<file path="config.mk">
export PLATFORM = sky130hd
export DESIGN_NAME = pmw_ctrl
export DESIGN_NICKNAME = d
export VERILOG_FILES = /design/src/logic/pmw_pkg.sv /design/src/logic/pmw_ctrl.sv
export SDC_FILE = /design/constraint.sdc
export NUM_CORES = 1
export LEC_CHECK = 0
export BUFFER_PORTS_ARGS = -buffer_cell sky130_fd_sc_hd__clkbuf_2
export CORE_ASPECT_RATIO = 1.4
export CORE_MARGIN = 3
export CORE_UTILIZATION = 35
export DETAILED_ROUTE_END_ITERATION = 6
export PLACE_DENSITY_LB_ADDON = 0.08
export SYNTH_ARGS = -nofsm -noshare
export SYNTH_HDL_FRONTEND = slang
export SYNTH_SLANG_ARGS = --single-unit
</file>
<file path="constraint.sdc">
create_clock -name i_clk -period 2.4 [get_ports i_clk]
set_clock_uncertainty 0.15 [all_clocks]
set_input_delay 0.36 -clock i_clk [delete_from_list [all_inputs] [get_ports i_clk]]
set_output_delay 0.36 -clock i_clk [all_outputs]
set_load 0.1 [all_outputs]
</file>
<file path="src/logic/pmw_pkg.sv">
package pmw_pkg;

  // ----------------------------------------------------------------
  // Register map and field layout
  // ----------------------------------------------------------------
  localparam logic [7:0] ADDR_SYS_MODE = 8'h00;
  localparam logic [7:0] ADDR_CTRL     = 8'h01;
  localparam logic [7:0] ADDR_STATUS   = 8'h02;
  localparam logic [7:0] ADDR_MODE     = 8'h03;

  localparam int SM_CKS_LSB = 5;
  localparam int SM_FAST    = 4;
  localparam int SM_LRDY    = 3;
  localparam int SM_HRDY    = 2;
  localparam int SM_IDLE    = 1;
  localparam int SM_HL      = 0;
  localparam int CTRL_KEEP  = 7;
  localparam int ST_PDF     = 0;
  localparam int ST_WTO     = 1;

  localparam logic [2:0] CKS_RST    = 3'h0;
  localparam logic       FAST_RST   = 1'h0;
  localparam logic       IDLE_RST   = 1'h1;
  localparam logic       HL_RST     = 1'h1;
  localparam logic       KEEP_RST   = 1'h0;

  // ----------------------------------------------------------------
  // Oscillator edge counts and divider base
  // ----------------------------------------------------------------
  // Counting N edges of a free-running clock spans N-1..N periods
  localparam logic [7:0] XTAL_READY_CNT = 8'h80;
  localparam logic [7:0] FAST_INTERNAL_RC_READY_CNT = 8'h10;
  localparam logic [7:0] SHORT_WAKE_CNT = 8'h02;
  localparam logic [1:0] LRDY_CNT       = 2'h2;
  localparam logic [3:0] DIV_BASE       = 4'h8;

  // ----------------------------------------------------------------
  // Types
  // ----------------------------------------------------------------
  typedef enum logic [7:0] {
    MD_NORMAL     = 8'h01,
    MD_SLOW       = 8'h02,
    MD_DEEP_SLEEP = 8'h04,
    MD_SLEEP_SUB  = 8'h08,
    MD_IDLE_STOP  = 8'h10,
    MD_IDLE_RUN   = 8'h20,
    MD_WAKE       = 8'h40,
    MD_FAST_RUN   = 8'h80
  } pmw_mode_t;

  typedef enum logic [1:0] {
    SRC_OFF = 2'h0,
    SRC_HS  = 2'h1,
    SRC_SUB = 2'h2
  } pmw_src_t;

  typedef struct packed {
    logic       wr;
    logic       rd;
    logic [7:0] addr;
    logic [7:0] wdata;
  } pmw_bus_t;

  typedef struct packed {
    pmw_mode_t       mode;
    logic [7:0]      cnt;
    logic [1:0]      lrdy_cnt;
    logic [2:0][2:0] sync;
    logic [2:0]      cks;
    logic            fast_en;
    logic            idle_en;
    logic            hl_sel;
    logic            keep;
    logic            hrdy;
    logic            power_down_flag;
    logic            wto;
    logic            ret_slow;
    logic            fast;
    logic            on_sub;
    logic            short_w;
    logic [7:0]      rdata;
    pmw_src_t        src;
    logic            cpu_run;
    logic            hs_en;
    logic            sub_en;
    logic            tb_en;
    logic            wdt_clk_en;
    logic            wdt_clr;
    logic            io_hold;
    logic [2:0]      div_log2;
  } pmw_state_t;

endpackage

</file>
<file path="src/logic/pmw_ctrl.sv">
`timescale 1ns/1ns
`default_nettype none
// Behaviour
// Fast wake only from sleep with sub clock running or idle with clock stopped.
// Waking from deep sleep ignores the fast wake enable.
// Crystal with fast wake: wake on sub clock, switch after 128 crystal cycles.
// Internal RC wakes in 15-16 cycles, slow RC in 1-2; fast bit ignored.
// Deep sleep still costs 128 crystal cycles; idle with clock running 1-2.
// Watchdog off means sub clock off, so no fast wake from deep sleep; the code keeps the sub clock on if the detector or idle is on.
// Select bits pick normal or slow; halt picks idle or sleep by two bits.
// Switching to sub clock stops high-speed oscillator and its divided clocks.
// Software enters slow mode by clearing select and setting divider 000 or 001.
// Slow mode needs low-speed ready; device reports it, software checks it.
// Software returns to full speed, then checks high-speed ready flag.
// Deep sleep only on halt with idle off, watchdog and detector off.
// Deep sleep stops system, watchdog and time-base clocks; watchdog cleared.
// Sub-clock sleep only on halt with idle off and watchdog or detector on.
// Sub-clock sleep stops system and time-base clocks; watchdog cleared, counts.
// Idle with clock stopped only on halt with idle on and keep off.
// Idle stopped keeps sub clock and time base; watchdog cleared, resumes.
// Sleep and idle keep memory, registers and port states.
// Sleep and idle entry sets power-down flag, clears watchdog time-out flag.
// Fast wake enable sits in bit 4, used only with crystal source.
// Idle with clock running only on halt with idle on and keep on.
module pmw_ctrl (
  // Clock and reset
  input  wire logic           i_clk,
  input  wire logic           i_nrst,
  // Register port
  input  wire pmw_pkg::pmw_bus_t i_bus,
  output logic [7:0]          o_rdata,
  // CPU core and configuration
  input  wire logic           i_halt,
  input  wire logic           i_wake,
  input  wire logic           i_wdt_timeout,
  input  wire logic           i_wdt_en,
  input  wire logic           i_lvd_en,
  input  wire logic           i_hs_is_rc,
  // Oscillator outputs
  input  wire logic           i_crystal_osc,
  input  wire logic           i_fast_internal_rc,
  input  wire logic           i_slow_internal_rc,
  // Clock and power controls
  output pmw_pkg::pmw_mode_t  o_mode,
  output pmw_pkg::pmw_src_t   o_sysclk_src,
  output logic [2:0]          o_hs_div_log2,
  output logic                o_cpu_run,
  output logic                o_hs_osc_en,
  output logic                o_sub_clk_en,
  output logic                o_tb_clk_en,
  output logic                o_wdt_clk_en,
  output logic                o_wdt_clear,
  output logic                o_io_hold
);

  pmw_pkg::pmw_state_t q;
  pmw_pkg::pmw_state_t d;


  // Synchronised oscillator edges
  logic       x_edge;
  logic       h_edge;
  logic       l_edge;
  logic       hs_edge;

  // Sequencer decode
  logic       slow_req;
  logic       sleeping;
  logic       tick;
  logic       done;

  // Count targets, raw oscillators and divider
  logic [7:0] hs_tgt;
  logic [7:0] tgt;
  logic [2:0] osc_in;
  logic [3:0] div_full;

  // ----------------------------------------------------------------
  // Oscillator sampling
  // ----------------------------------------------------------------
  // Stage 0 feeds stage 1 only; edges are taken between stages 1 and 2
  assign osc_in = {i_slow_internal_rc, i_fast_internal_rc, i_crystal_osc};
  assign x_edge = q.sync[0][1] & ~q.sync[0][2];
  assign h_edge = q.sync[1][1] & ~q.sync[1][2];
  assign l_edge = q.sync[2][1] & ~q.sync[2][2];
  assign hs_edge = i_hs_is_rc ? h_edge : x_edge;
  assign hs_tgt = i_hs_is_rc ? pmw_pkg::FAST_INTERNAL_RC_READY_CNT : pmw_pkg::XTAL_READY_CNT;

  // ----------------------------------------------------------------
  // Decode
  // ----------------------------------------------------------------
  assign slow_req = ~q.hl_sel & (q.cks[2:1] == 2'h0);
  assign sleeping = (q.mode == pmw_pkg::MD_DEEP_SLEEP) | (q.mode == pmw_pkg::MD_SLEEP_SUB)
                  | (q.mode == pmw_pkg::MD_IDLE_STOP) | (q.mode == pmw_pkg::MD_IDLE_RUN);

  // Wake counts run on the sub clock whenever the CPU will run from it
  assign tick = q.on_sub ? l_edge : hs_edge;
  assign tgt = (q.on_sub | q.short_w) ? pmw_pkg::SHORT_WAKE_CNT : hs_tgt;
  assign done = tick & (q.cnt == tgt - 8'h01);

  // Divider codes 010 to 111 give log2 ratios 6 down to 1
  assign div_full = pmw_pkg::DIV_BASE - {1'b0, q.cks};

  // ----------------------------------------------------------------
  // Next state
  // ----------------------------------------------------------------
  always_comb begin
    d = q;
    d.wdt_clr = 1'b0;
    d.rdata = 8'h00;
    for (int i = 0; i < 3; i++) begin
      d.sync[i] = {q.sync[i][1:0], osc_in[i]};
    end

    // Register writes
    if (i_bus.wr) begin
      unique case (i_bus.addr)
        pmw_pkg::ADDR_SYS_MODE: begin
          d.cks = i_bus.wdata[pmw_pkg::SM_CKS_LSB +: 3];
          d.fast_en = i_bus.wdata[pmw_pkg::SM_FAST];
          d.idle_en = i_bus.wdata[pmw_pkg::SM_IDLE];
          d.hl_sel = i_bus.wdata[pmw_pkg::SM_HL];
        end
        pmw_pkg::ADDR_CTRL: begin
          d.keep = i_bus.wdata[pmw_pkg::CTRL_KEEP];
        end
        pmw_pkg::ADDR_STATUS: begin
          // Write one to clear; a hardware set later in this process wins
          if (i_bus.wdata[pmw_pkg::ST_PDF]) begin
            d.power_down_flag = 1'b0;
          end
          if (i_bus.wdata[pmw_pkg::ST_WTO]) begin
            d.wto = 1'b0;
          end
        end
        default: begin
        end
      endcase
    end

    // Register reads, answered in the following cycle only
    if (i_bus.rd) begin
      unique case (i_bus.addr)
        pmw_pkg::ADDR_SYS_MODE: begin
          d.rdata = {q.cks, q.fast_en, q.lrdy_cnt == pmw_pkg::LRDY_CNT, q.hrdy,
                     q.idle_en, q.hl_sel};
        end
        pmw_pkg::ADDR_CTRL: begin
          d.rdata = {q.keep, 7'h00};
        end
        pmw_pkg::ADDR_STATUS: begin
          d.rdata = {6'h00, q.wto, q.power_down_flag};
        end
        pmw_pkg::ADDR_MODE: begin
          d.rdata = q.mode;
        end
        default: begin
          d.rdata = 8'h00;
        end
      endcase
    end

    // Low-speed ready follows the sub clock, which only deep sleep stops
    if (q.mode == pmw_pkg::MD_DEEP_SLEEP) begin
      d.lrdy_cnt = 2'h0;
    end else if (l_edge && q.lrdy_cnt != pmw_pkg::LRDY_CNT) begin
      d.lrdy_cnt = q.lrdy_cnt + 2'h1;
    end

    // Mode sequencer
    unique case (q.mode)
      pmw_pkg::MD_NORMAL, pmw_pkg::MD_SLOW: begin
        if (i_halt) begin
          // Only clocks change; memory, registers and ports stay as they are
          d.ret_slow = (q.mode == pmw_pkg::MD_SLOW);
          d.power_down_flag = 1'b1;
          d.wto = 1'b0;
          d.wdt_clr = 1'b1;
          d.cnt = 8'h00;
          if (!q.idle_en && !i_wdt_en && !i_lvd_en) begin
            d.mode = pmw_pkg::MD_DEEP_SLEEP;
          end else if (!q.idle_en) begin
            d.mode = pmw_pkg::MD_SLEEP_SUB;
          end else if (!q.keep) begin
            d.mode = pmw_pkg::MD_IDLE_STOP;
          end else begin
            d.mode = pmw_pkg::MD_IDLE_RUN;
          end
          if (!q.idle_en || !q.keep) begin
            d.hrdy = 1'b0;
          end
        end else if (q.mode == pmw_pkg::MD_NORMAL) begin
          // The switch waits for a stable low-speed clock
          if (slow_req && q.lrdy_cnt == pmw_pkg::LRDY_CNT) begin
            d.mode = pmw_pkg::MD_SLOW;
            d.hrdy = 1'b0;
          end
        end else if (!slow_req) begin
          // CPU stays on the sub clock until the restarted oscillator is ready
          if (hs_edge) begin
            d.cnt = q.cnt + 8'h01;
          end
          if (hs_edge && q.cnt == hs_tgt - 8'h01) begin
            d.cnt = 8'h00;
            d.hrdy = 1'b1;
            d.mode = pmw_pkg::MD_NORMAL;
          end
        end else begin
          d.cnt = 8'h00;
        end
      end

      // Asleep: everything waits for the wake event
      pmw_pkg::MD_DEEP_SLEEP, pmw_pkg::MD_SLEEP_SUB,
      pmw_pkg::MD_IDLE_STOP, pmw_pkg::MD_IDLE_RUN: begin
        if (i_wake) begin
          d.mode = pmw_pkg::MD_WAKE;
          d.cnt = 8'h00;
          d.fast = 1'b0;
          d.on_sub = q.ret_slow;
          d.short_w = (q.mode == pmw_pkg::MD_IDLE_RUN);
          // Deep sleep has no sub clock, so the enable cannot apply
          if (!q.ret_slow && !i_hs_is_rc && q.fast_en
              && (q.mode == pmw_pkg::MD_SLEEP_SUB || q.mode == pmw_pkg::MD_IDLE_STOP)) begin
            d.fast = 1'b1;
            d.on_sub = 1'b1;
          end
        end
      end

      // Waiting for the chosen clock to settle
      pmw_pkg::MD_WAKE: begin
        if (tick) begin
          d.cnt = q.cnt + 8'h01;
        end
        if (done) begin
          d.cnt = 8'h00;
          d.on_sub = 1'b0;
          d.short_w = 1'b0;
          if (q.ret_slow) begin
            d.mode = pmw_pkg::MD_SLOW;
          end else if (q.fast) begin
            d.mode = pmw_pkg::MD_FAST_RUN;
          end else begin
            d.hrdy = 1'b1;
            d.mode = pmw_pkg::MD_NORMAL;
          end
        end
      end

      // CPU runs from the sub clock while the crystal restarts
      pmw_pkg::MD_FAST_RUN: begin
        if (x_edge) begin
          d.cnt = q.cnt + 8'h01;
        end
        if (x_edge && q.cnt == pmw_pkg::XTAL_READY_CNT - 8'h01) begin
          d.cnt = 8'h00;
          d.fast = 1'b0;
          d.hrdy = 1'b1;
          d.mode = pmw_pkg::MD_NORMAL;
        end
      end

      // A corrupted code restarts the wake count rather than lock up
      default: begin
        d.mode = pmw_pkg::MD_WAKE;
        d.cnt = 8'h00;
      end
    endcase

    // A time-out in the entry cycle still lands
    if (i_wdt_timeout) begin
      d.wto = 1'b1;
    end

    // Registered outputs from the next state
    d.cpu_run = (d.mode == pmw_pkg::MD_NORMAL) | (d.mode == pmw_pkg::MD_SLOW)
              | (d.mode == pmw_pkg::MD_FAST_RUN);
    if (d.mode == pmw_pkg::MD_NORMAL
        || (d.mode == pmw_pkg::MD_IDLE_RUN && !d.ret_slow)) begin
      d.src = pmw_pkg::SRC_HS;
    end else if (d.mode == pmw_pkg::MD_SLOW || d.mode == pmw_pkg::MD_FAST_RUN
                 || (d.mode == pmw_pkg::MD_IDLE_RUN && d.ret_slow)) begin
      d.src = pmw_pkg::SRC_SUB;
    end else begin
      d.src = pmw_pkg::SRC_OFF;
    end

    // The divided timer clocks come from the same oscillator enable
    d.hs_en = (d.mode == pmw_pkg::MD_NORMAL) | (d.mode == pmw_pkg::MD_FAST_RUN)
            | ((d.mode == pmw_pkg::MD_WAKE) & ~d.ret_slow)
            | ((d.mode == pmw_pkg::MD_IDLE_RUN) & ~d.ret_slow)
            | ((d.mode == pmw_pkg::MD_SLOW) & ~slow_req);

    // Only deep sleep stops the sub clock, which also feeds the watchdog
    d.sub_en = (d.mode != pmw_pkg::MD_DEEP_SLEEP);
    d.wdt_clk_en = (d.mode != pmw_pkg::MD_DEEP_SLEEP) & i_wdt_en;
    d.tb_en = (d.mode != pmw_pkg::MD_DEEP_SLEEP)
            & (d.mode != pmw_pkg::MD_SLEEP_SUB);
    d.io_hold = ~d.cpu_run;

    // Full speed selected means no division at all
    d.div_log2 = d.hl_sel ? 3'h0 : div_full[2:0];

    // Reset overrides all of the above; the oscillators stay enabled so the
    // first wake count after release has a clock to count
    if (!i_nrst) begin
      d = '0;
      d.mode = pmw_pkg::MD_WAKE;
      d.cks = pmw_pkg::CKS_RST;
      d.fast_en = pmw_pkg::FAST_RST;
      d.idle_en = pmw_pkg::IDLE_RST;
      d.hl_sel = pmw_pkg::HL_RST;
      d.keep = pmw_pkg::KEEP_RST;
      d.hs_en = 1'b1;
      d.sub_en = 1'b1;
      d.tb_en = 1'b1;
      d.io_hold = 1'b1;
    end
  end

  // ----------------------------------------------------------------
  // State register
  // ----------------------------------------------------------------
  always_ff @(posedge i_clk) begin
    q <= d;
  end

  // ----------------------------------------------------------------
  // Outputs, all straight from the state register
  // ----------------------------------------------------------------
  assign o_rdata = q.rdata;
  assign o_mode = q.mode;
  assign o_sysclk_src = q.src;
  assign o_hs_div_log2 = q.div_log2;
  assign o_cpu_run = q.cpu_run;
  assign o_hs_osc_en = q.hs_en;
  assign o_sub_clk_en = q.sub_en;
  assign o_tb_clk_en = q.tb_en;
  assign o_wdt_clk_en = q.wdt_clk_en;
  assign o_wdt_clear = q.wdt_clr;
  assign o_io_hold = q.io_hold;

endmodule
`default_nettype wire

</file>
# Word level (Yosys, flattened, before mapping)
# Index checks and enable logic that the tools add are counted.
[word_totals]
ff_bits = 61
in_bits = 29
out_inout_bits = 28
word_cells = 190
[classes]
add_sub_neg = 5
n_eq_ne = 36
mux = 54
n_bitwise = 25
n_reduce_logical = 41
[ops]
columns = ["operator", "n"]
rows = [
  ["$mux W8", 12],
  ["$mux W16", 5],
  ["$pmux W16 S4", 1],
  ["$eq A8 B2 Y1 const B", 4],
  ["$pmux W8 S4", 1],
  ["$eq A8 B1 Y1 const B", 3],
  ["$eq A8 B7 Y1 const B", 3],
  ["$mux W1", 20],
  ["$mux W6", 3],
  ["$eq A8 B6 Y1 const B", 2],
  ["$eq A8 B8 Y1", 2],
  ["$eq A8 B8 Y1 const B", 2],
  ["$sub A8 B1 Y8 const B", 2],
  ["$mux W2", 6],
  ["$ne A2 B2 Y1 const B", 6],
  ["$ne A3 B3 Y1 const B", 4],
  ["$ne A4 B4 Y1 const B", 3],
  ["$logic_and A1 B1 Y1", 11],
  ["$and A1 B1 Y1", 10],
  ["$mux W3", 3],
  ["$reduce_and A9 Y1", 1],
  ["$add A8 B1 Y8 const B", 1],
  ["$eq A8 B3 Y1 const B", 1],
  ["$eq A8 B4 Y1 const B", 1],
  ["23 further kinds", 54],
]

# Longest topological paths before layout
[depth]
word_depth = 14
mapped_depth = 9
ltp_nobuf = 9

# Worst setup path before layout
# Ideal clock, no wire load.
[synth_path]
path_kind = "input port to flip-flop"
start = "input port i_hs_is_rc"
end = "register q (netlist bit o_mode[4])"
setup_ps = 115
t_arrival_ps = 1979
required_time_ps = 2135
slack_ps = 156
stages = 7
n_path_buf = 1
path_cell_list = "buf_6 > or3_1 > a221o_1 > and2_4 > or3_4 > o2bb2ai_1 > and2_1"
[synth_between]
elab_chain_len = 9
elab_cells_between_ends = 16
cone_classes = "2 x add/sub; 2 x eq/ne; 10 x mux; 1 x bitwise; 1 x reduce/logical"
[synth_rtl]
columns = ["element", "line", "rtl"]
rows = [
  ["from (decl)", "pmw_ctrl.sv:38", "input wire logic i_hs_is_rc,"],
  ["$mux W8", "pmw_ctrl.sv:87", "assign hs_tgt = i_hs_is_rc ? pmw_pkg::FAST_INTERNAL_RC_READY_CNT : pmw_pkg::XTAL_READY_CNT;"],
  ["$sub A8 B1 Y8", "pmw_ctrl.sv:203", "if (hs_edge && q.cnt == hs_tgt - 8'h01) begin"],
  ["$eq A8 B8 Y1", "pmw_ctrl.sv:203", ""],
  ["$logic_and A1 B1 Y1", "pmw_ctrl.sv:203", ""],
  ["$mux W16", "pmw_ctrl.sv:203", ""],
  ["$mux W8", "pmw_ctrl.sv:198", "end else if (!slow_req) begin"],
  ["$mux W8", "pmw_ctrl.sv:192", "end else if (q.mode == pmw_pkg::MD_NORMAL) begin"],
  ["$mux W16", "pmw_ctrl.sv:173", "if (i_halt) begin"],
  ["$pmux W16 S4 (*)", "pmw_ctrl.sv:171", "unique case (q.mode)"],
  ["to (signal assigned)", "pmw_ctrl.sv:326", "q <= d;"],
  ["to (decl)", "pmw_ctrl.sv:56", "pmw_pkg::pmw_state_t q;"],
]
# Mark *: on every way between the ends. The rest lies on a longest branch, timed or not.
# A chain may end at the register's enable or synchronous reset.

# Final worst setup path
[layout_path]
start = "register q[32] in the netlist's numbering"
end = "register q[26] in the netlist's numbering"
[layout_between]
elab_chain_len = 5
elab_cells_between_ends = 6
cone_classes = "2 x eq/ne; 1 x bitwise; 3 x reduce/logical"
[layout_rtl]
columns = ["element", "line", "rtl"]
rows = [
  ["$logic_not A2 Y1 (*)", "pmw_ctrl.sv:92", "assign slow_req = ~q.hl_sel & (q.cks[2:1] == 2'h0);"],
  ["$and A1 B1 Y1 (*)", "pmw_ctrl.sv:92", ""],
  ["$logic_and A1 B1 Y1", "pmw_ctrl.sv:194", "if (slow_req && q.lrdy_cnt == pmw_pkg::LRDY_CNT) begin"],
  ["$ne A4 B4 Y1 (no source line)", "-", ""],
  ["$reduce_and A9 Y1 (no source line) (*)", "-", ""],
]
# Marks and branches as above.

==> summary.md <==
| Metric | Value |
|---|---|
| GP Congestion | `0.855` |
| R2r startpoint | `q[32]` |
| Final WS setup | `0.0498 ns` |
| Busiest layer in global routing | `met2` |
| Core Util, Final | `48.4%` |
| Pre-CTS setup slack | `-0.104 ns` |
| Post-synth EDFFs | `0` |
| Critical R2R Capture | `q[26]` |
| Total I/O pin count | `57` |
| Startpoint Class | `flip-flop` |
| Final setup violation count | `0` |
| CTS buffer count | `9` |
| Initial core utilization | `36.8%` |
| Status | `complete, no violations` |
| Sequential-to-total area share from yosys stat | `37.9%` |
| Die Span Y | `120 µm` |
| GRT Resource Usage Total | `18.6%` |
| Layout net count | `478` |
| Critical Path RT | `2.47 ns` |
| Final Max Slew Viols | `0` |
| Slew HR | `60.0%` |
| Post-DR wirelength/cell | `16.4 µm` |
| Tcrit/Tclk final | `97.9%` |
| Routed WL | `9.14 mm` |
| 1st-pass router iterations | `4` |
| Die W | `87.1 µm` |
| Root buffer cell | `clkbuf_16` |
| Layout cells sized above 1 | `36.1%` |
| Largest net degree at the start of global routing | `32` |
| Min cycle time layout | `2.35 ns` |
| Vias in the first global route | `2,905` |
| GR Layer Usage met1 | `20.2%` |
| P_leak | `0.00183 µW` |
| Commonest non-fill, non-tap cells in the layout | `55 x dfxtp_1, 55 x buf_4, 54 x clkbuf_2` |
| Ys async rst share | `0%` |
| Top cell type's share of synthesized area | `37.9%` |
| Mapped Area | `0.00322 mm²` |
| Initial drt markers | `84` |
| Synth area leaders | `dfxtp_1 38%, buf_4 5.1%, nor2_1 4.1%, mux2i_1 3.4%, nand2_1 3.0%` |
| Syn Nets | `393` |
| Final HPWL DP | `7.00 mm` |
| CP endpoint | `q[26]` |
| Core area | `0.00876 mm²` |
| Max_cap viols | `0` |
| Distinct cells, synth | `73` |
| Worst setup EP type | `flip-flop` |
| CP max FO | `3` |
| CTS tree | `built` |
| Worst Setup SP | `q[32]` |
| Fillers | `883` |
| CTS clk-pin slew, worst paths | `0.05 ns` |
| Arrival time of the worst setup path | `2.42 ns` |
| Maximum clock rate | `425 MHz` |
| R2R depth | `7` |
| Tightest Pin Transition | `0.600 ns` |
| Multi-input combinational cell area | `0.00180 mm²` |
| M3 GR Usage | `3.57%` |
| Grt ovf | `0` |
| HP Class | `in2reg` |
| Setup CP Type | `reg2reg` |
| Via count | `2,852` |
| Ys flop type | `dfxtp_1` |
| Met2 GRT Util | `33.6%` |
| # DRC | `0` |
| Yosys Warn Count | `0` |
| First-pass GRT wire length | `14.9 mm` |
| Post-Synthesis Cells | `361` |
| Rows | `40` |
| Sequential Area | `0.00123 mm²` |
| Cell Pwr Density | `599 mW/mm²` |
| Cell taking the most area after synthesis | `dfxtp_1` |
| DR vias/cell | `5.13` |
| Routed Antenna Nets | `0` |
| Initial antenna violation count | `0` |
| Peak supply drop | `0.343 mV` |
| Die area | `0.0104 mm²` |
| Avg Synthesized Cell Area | `8.92 µm²` |
| H-tree levels | `3` |
| Area Growth Syn to Fin | `31.5%` |
| CTS Buffer Depth | `2` |
| Port buffer count | `54` |
| Post-synthesis sequential element count | `61` |
| Clock Sinks | `61` |
| Hold Fails Final Rpt | `0` |
| Clock Latency Late Sink | `0.33 ns` |
| Antenna Cells | `0` |
| Reg-to-reg setup timing slack | `0.05 ns` |
| Tot Pwr | `2540 µW` |
[state kept, by name (all words and copies together) (netlist names)]
| register | flops |
|---|---|
| q | 33 |
| o_mode | 8 |
| o_rdata | 8 |
| o_hs_div_log2 | 3 |
| o_sysclk_src | 2 |
| o_cpu_run | 1 |
| o_hs_osc_en | 1 |
| o_io_hold | 1 |
| o_sub_clk_en | 1 |
| o_tb_clk_en | 1 |
| o_wdt_clear | 1 |
| o_wdt_clk_en | 1 |
[synthesized netlist by cell type (6+ instances only)]
library cell  number
a22oi_1            7
a21oi_1            9
nor3_1             9
nor2_1            35
nand2_1           26
xnor2_1            7
nand3_1            9
and2_1            14
o21ai_0            8
nor2b_1           13
buf_4             22
inv_1             12
mux2i_1           11
clkbuf_1           7
dfxtp_1           61
buf_2              6
and3_1             6
[worst max-delay path, cell delays in order (launching register included)]
cell and delay, ns:
dfxtp_1 0.32, or3_4 0.41, o21ai_2 0.14, o21ai_1 0.09
a222oi_1 0.39, nand2_1 0.11, or4b_1 0.49, o211a_1 0.14
[repair_timing]
| action | in CTS | in global routing |
|---|---|---|
| buffers inserted | 1 | 1 |
| pin swaps | 2 | 5 |
| cloned | 1 | 0 |
| hold buffers | 0 | 0 |
| endpoints found under the setup margin | 19 | 20 |
| gates resized for setup | 9 | 15 |
[worst min-delay path by stage]
stage,startpoint,to,slack [ns],cells after the start
after floorplan,q[34],q[35],0.26,1
after global placement,q[37],q[38],0.26,1
after detailed placement,q[34],q[35],0.27,1
after CTS,i_fast_internal_rc,q[37],0.08,2
after global routing,i_slow_internal_rc,q[40],0.09,2
final,i_fast_internal_rc,q[37],0.09,2
[power breakdown]
| group | leakage (µW) | switching, µW | total, µW | internal (µW) |
|---|---|---|---|---|
| clock network | 0.000163 | 431 | 1390 | 961 |
| registers | 0.000497 | 5.80 | 1030 | 1020 |
| logic | 0.00117 | 61.9 | 115 | 53.1 |
| total | 0.00183 | 499 | 2540 | 2040 |
[final cells by class]
class,instances,area share [%]
clock inverter,4,1.65
tap,105,3.10
multi-input combinational,252,42.5
clock buffer,12,6.05
sequential,61,29.1
inverter,12,1.06
timing repair buffer,110,16.6
[per-stage QoR]
| stage | hold WS [ns] | area [µm²] | std cells | setup TNS (ns) |
|---|---|---|---|---|
| global placement | 0.265 | 3800 | 537 | -0.356 |
| floorplan | 0.262 | 3220 | 361 | 0 |
| CTS | 0.0782 | 4170 | 555 | -0.0171 |
| detailed placement | 0.269 | 3800 | 537 | -0.759 |
| finish | 0.0892 | 4240 | 556 | 0 |
| global route | 0.0931 | 4240 | 556 | -0.00445 |
[cells by family (layout without fill, tap and decap cells)]
family / after synthesis / after routing / share of synthesized area (%)
fa+ha+maj: 3 / 3 / 1.17
compound gates: 65 / 65 / 15.7
buf+inv: 49 / 138 / 8.97
mux: 14 / 14 / 4.47
flops: 61 / 61 / 37.9
simple gates: 157 / 158 / 28.5
xor+xnor: 12 / 12 / 3.26
[per-layer routing]
metal	vias up	share of wire, %
met1	1343	39
met5	-	0
met2	60	54
met3	18	3.4
li1	1431	-
met4	0	3.6
Note: power is estimated with default switching activity, not from simulation.
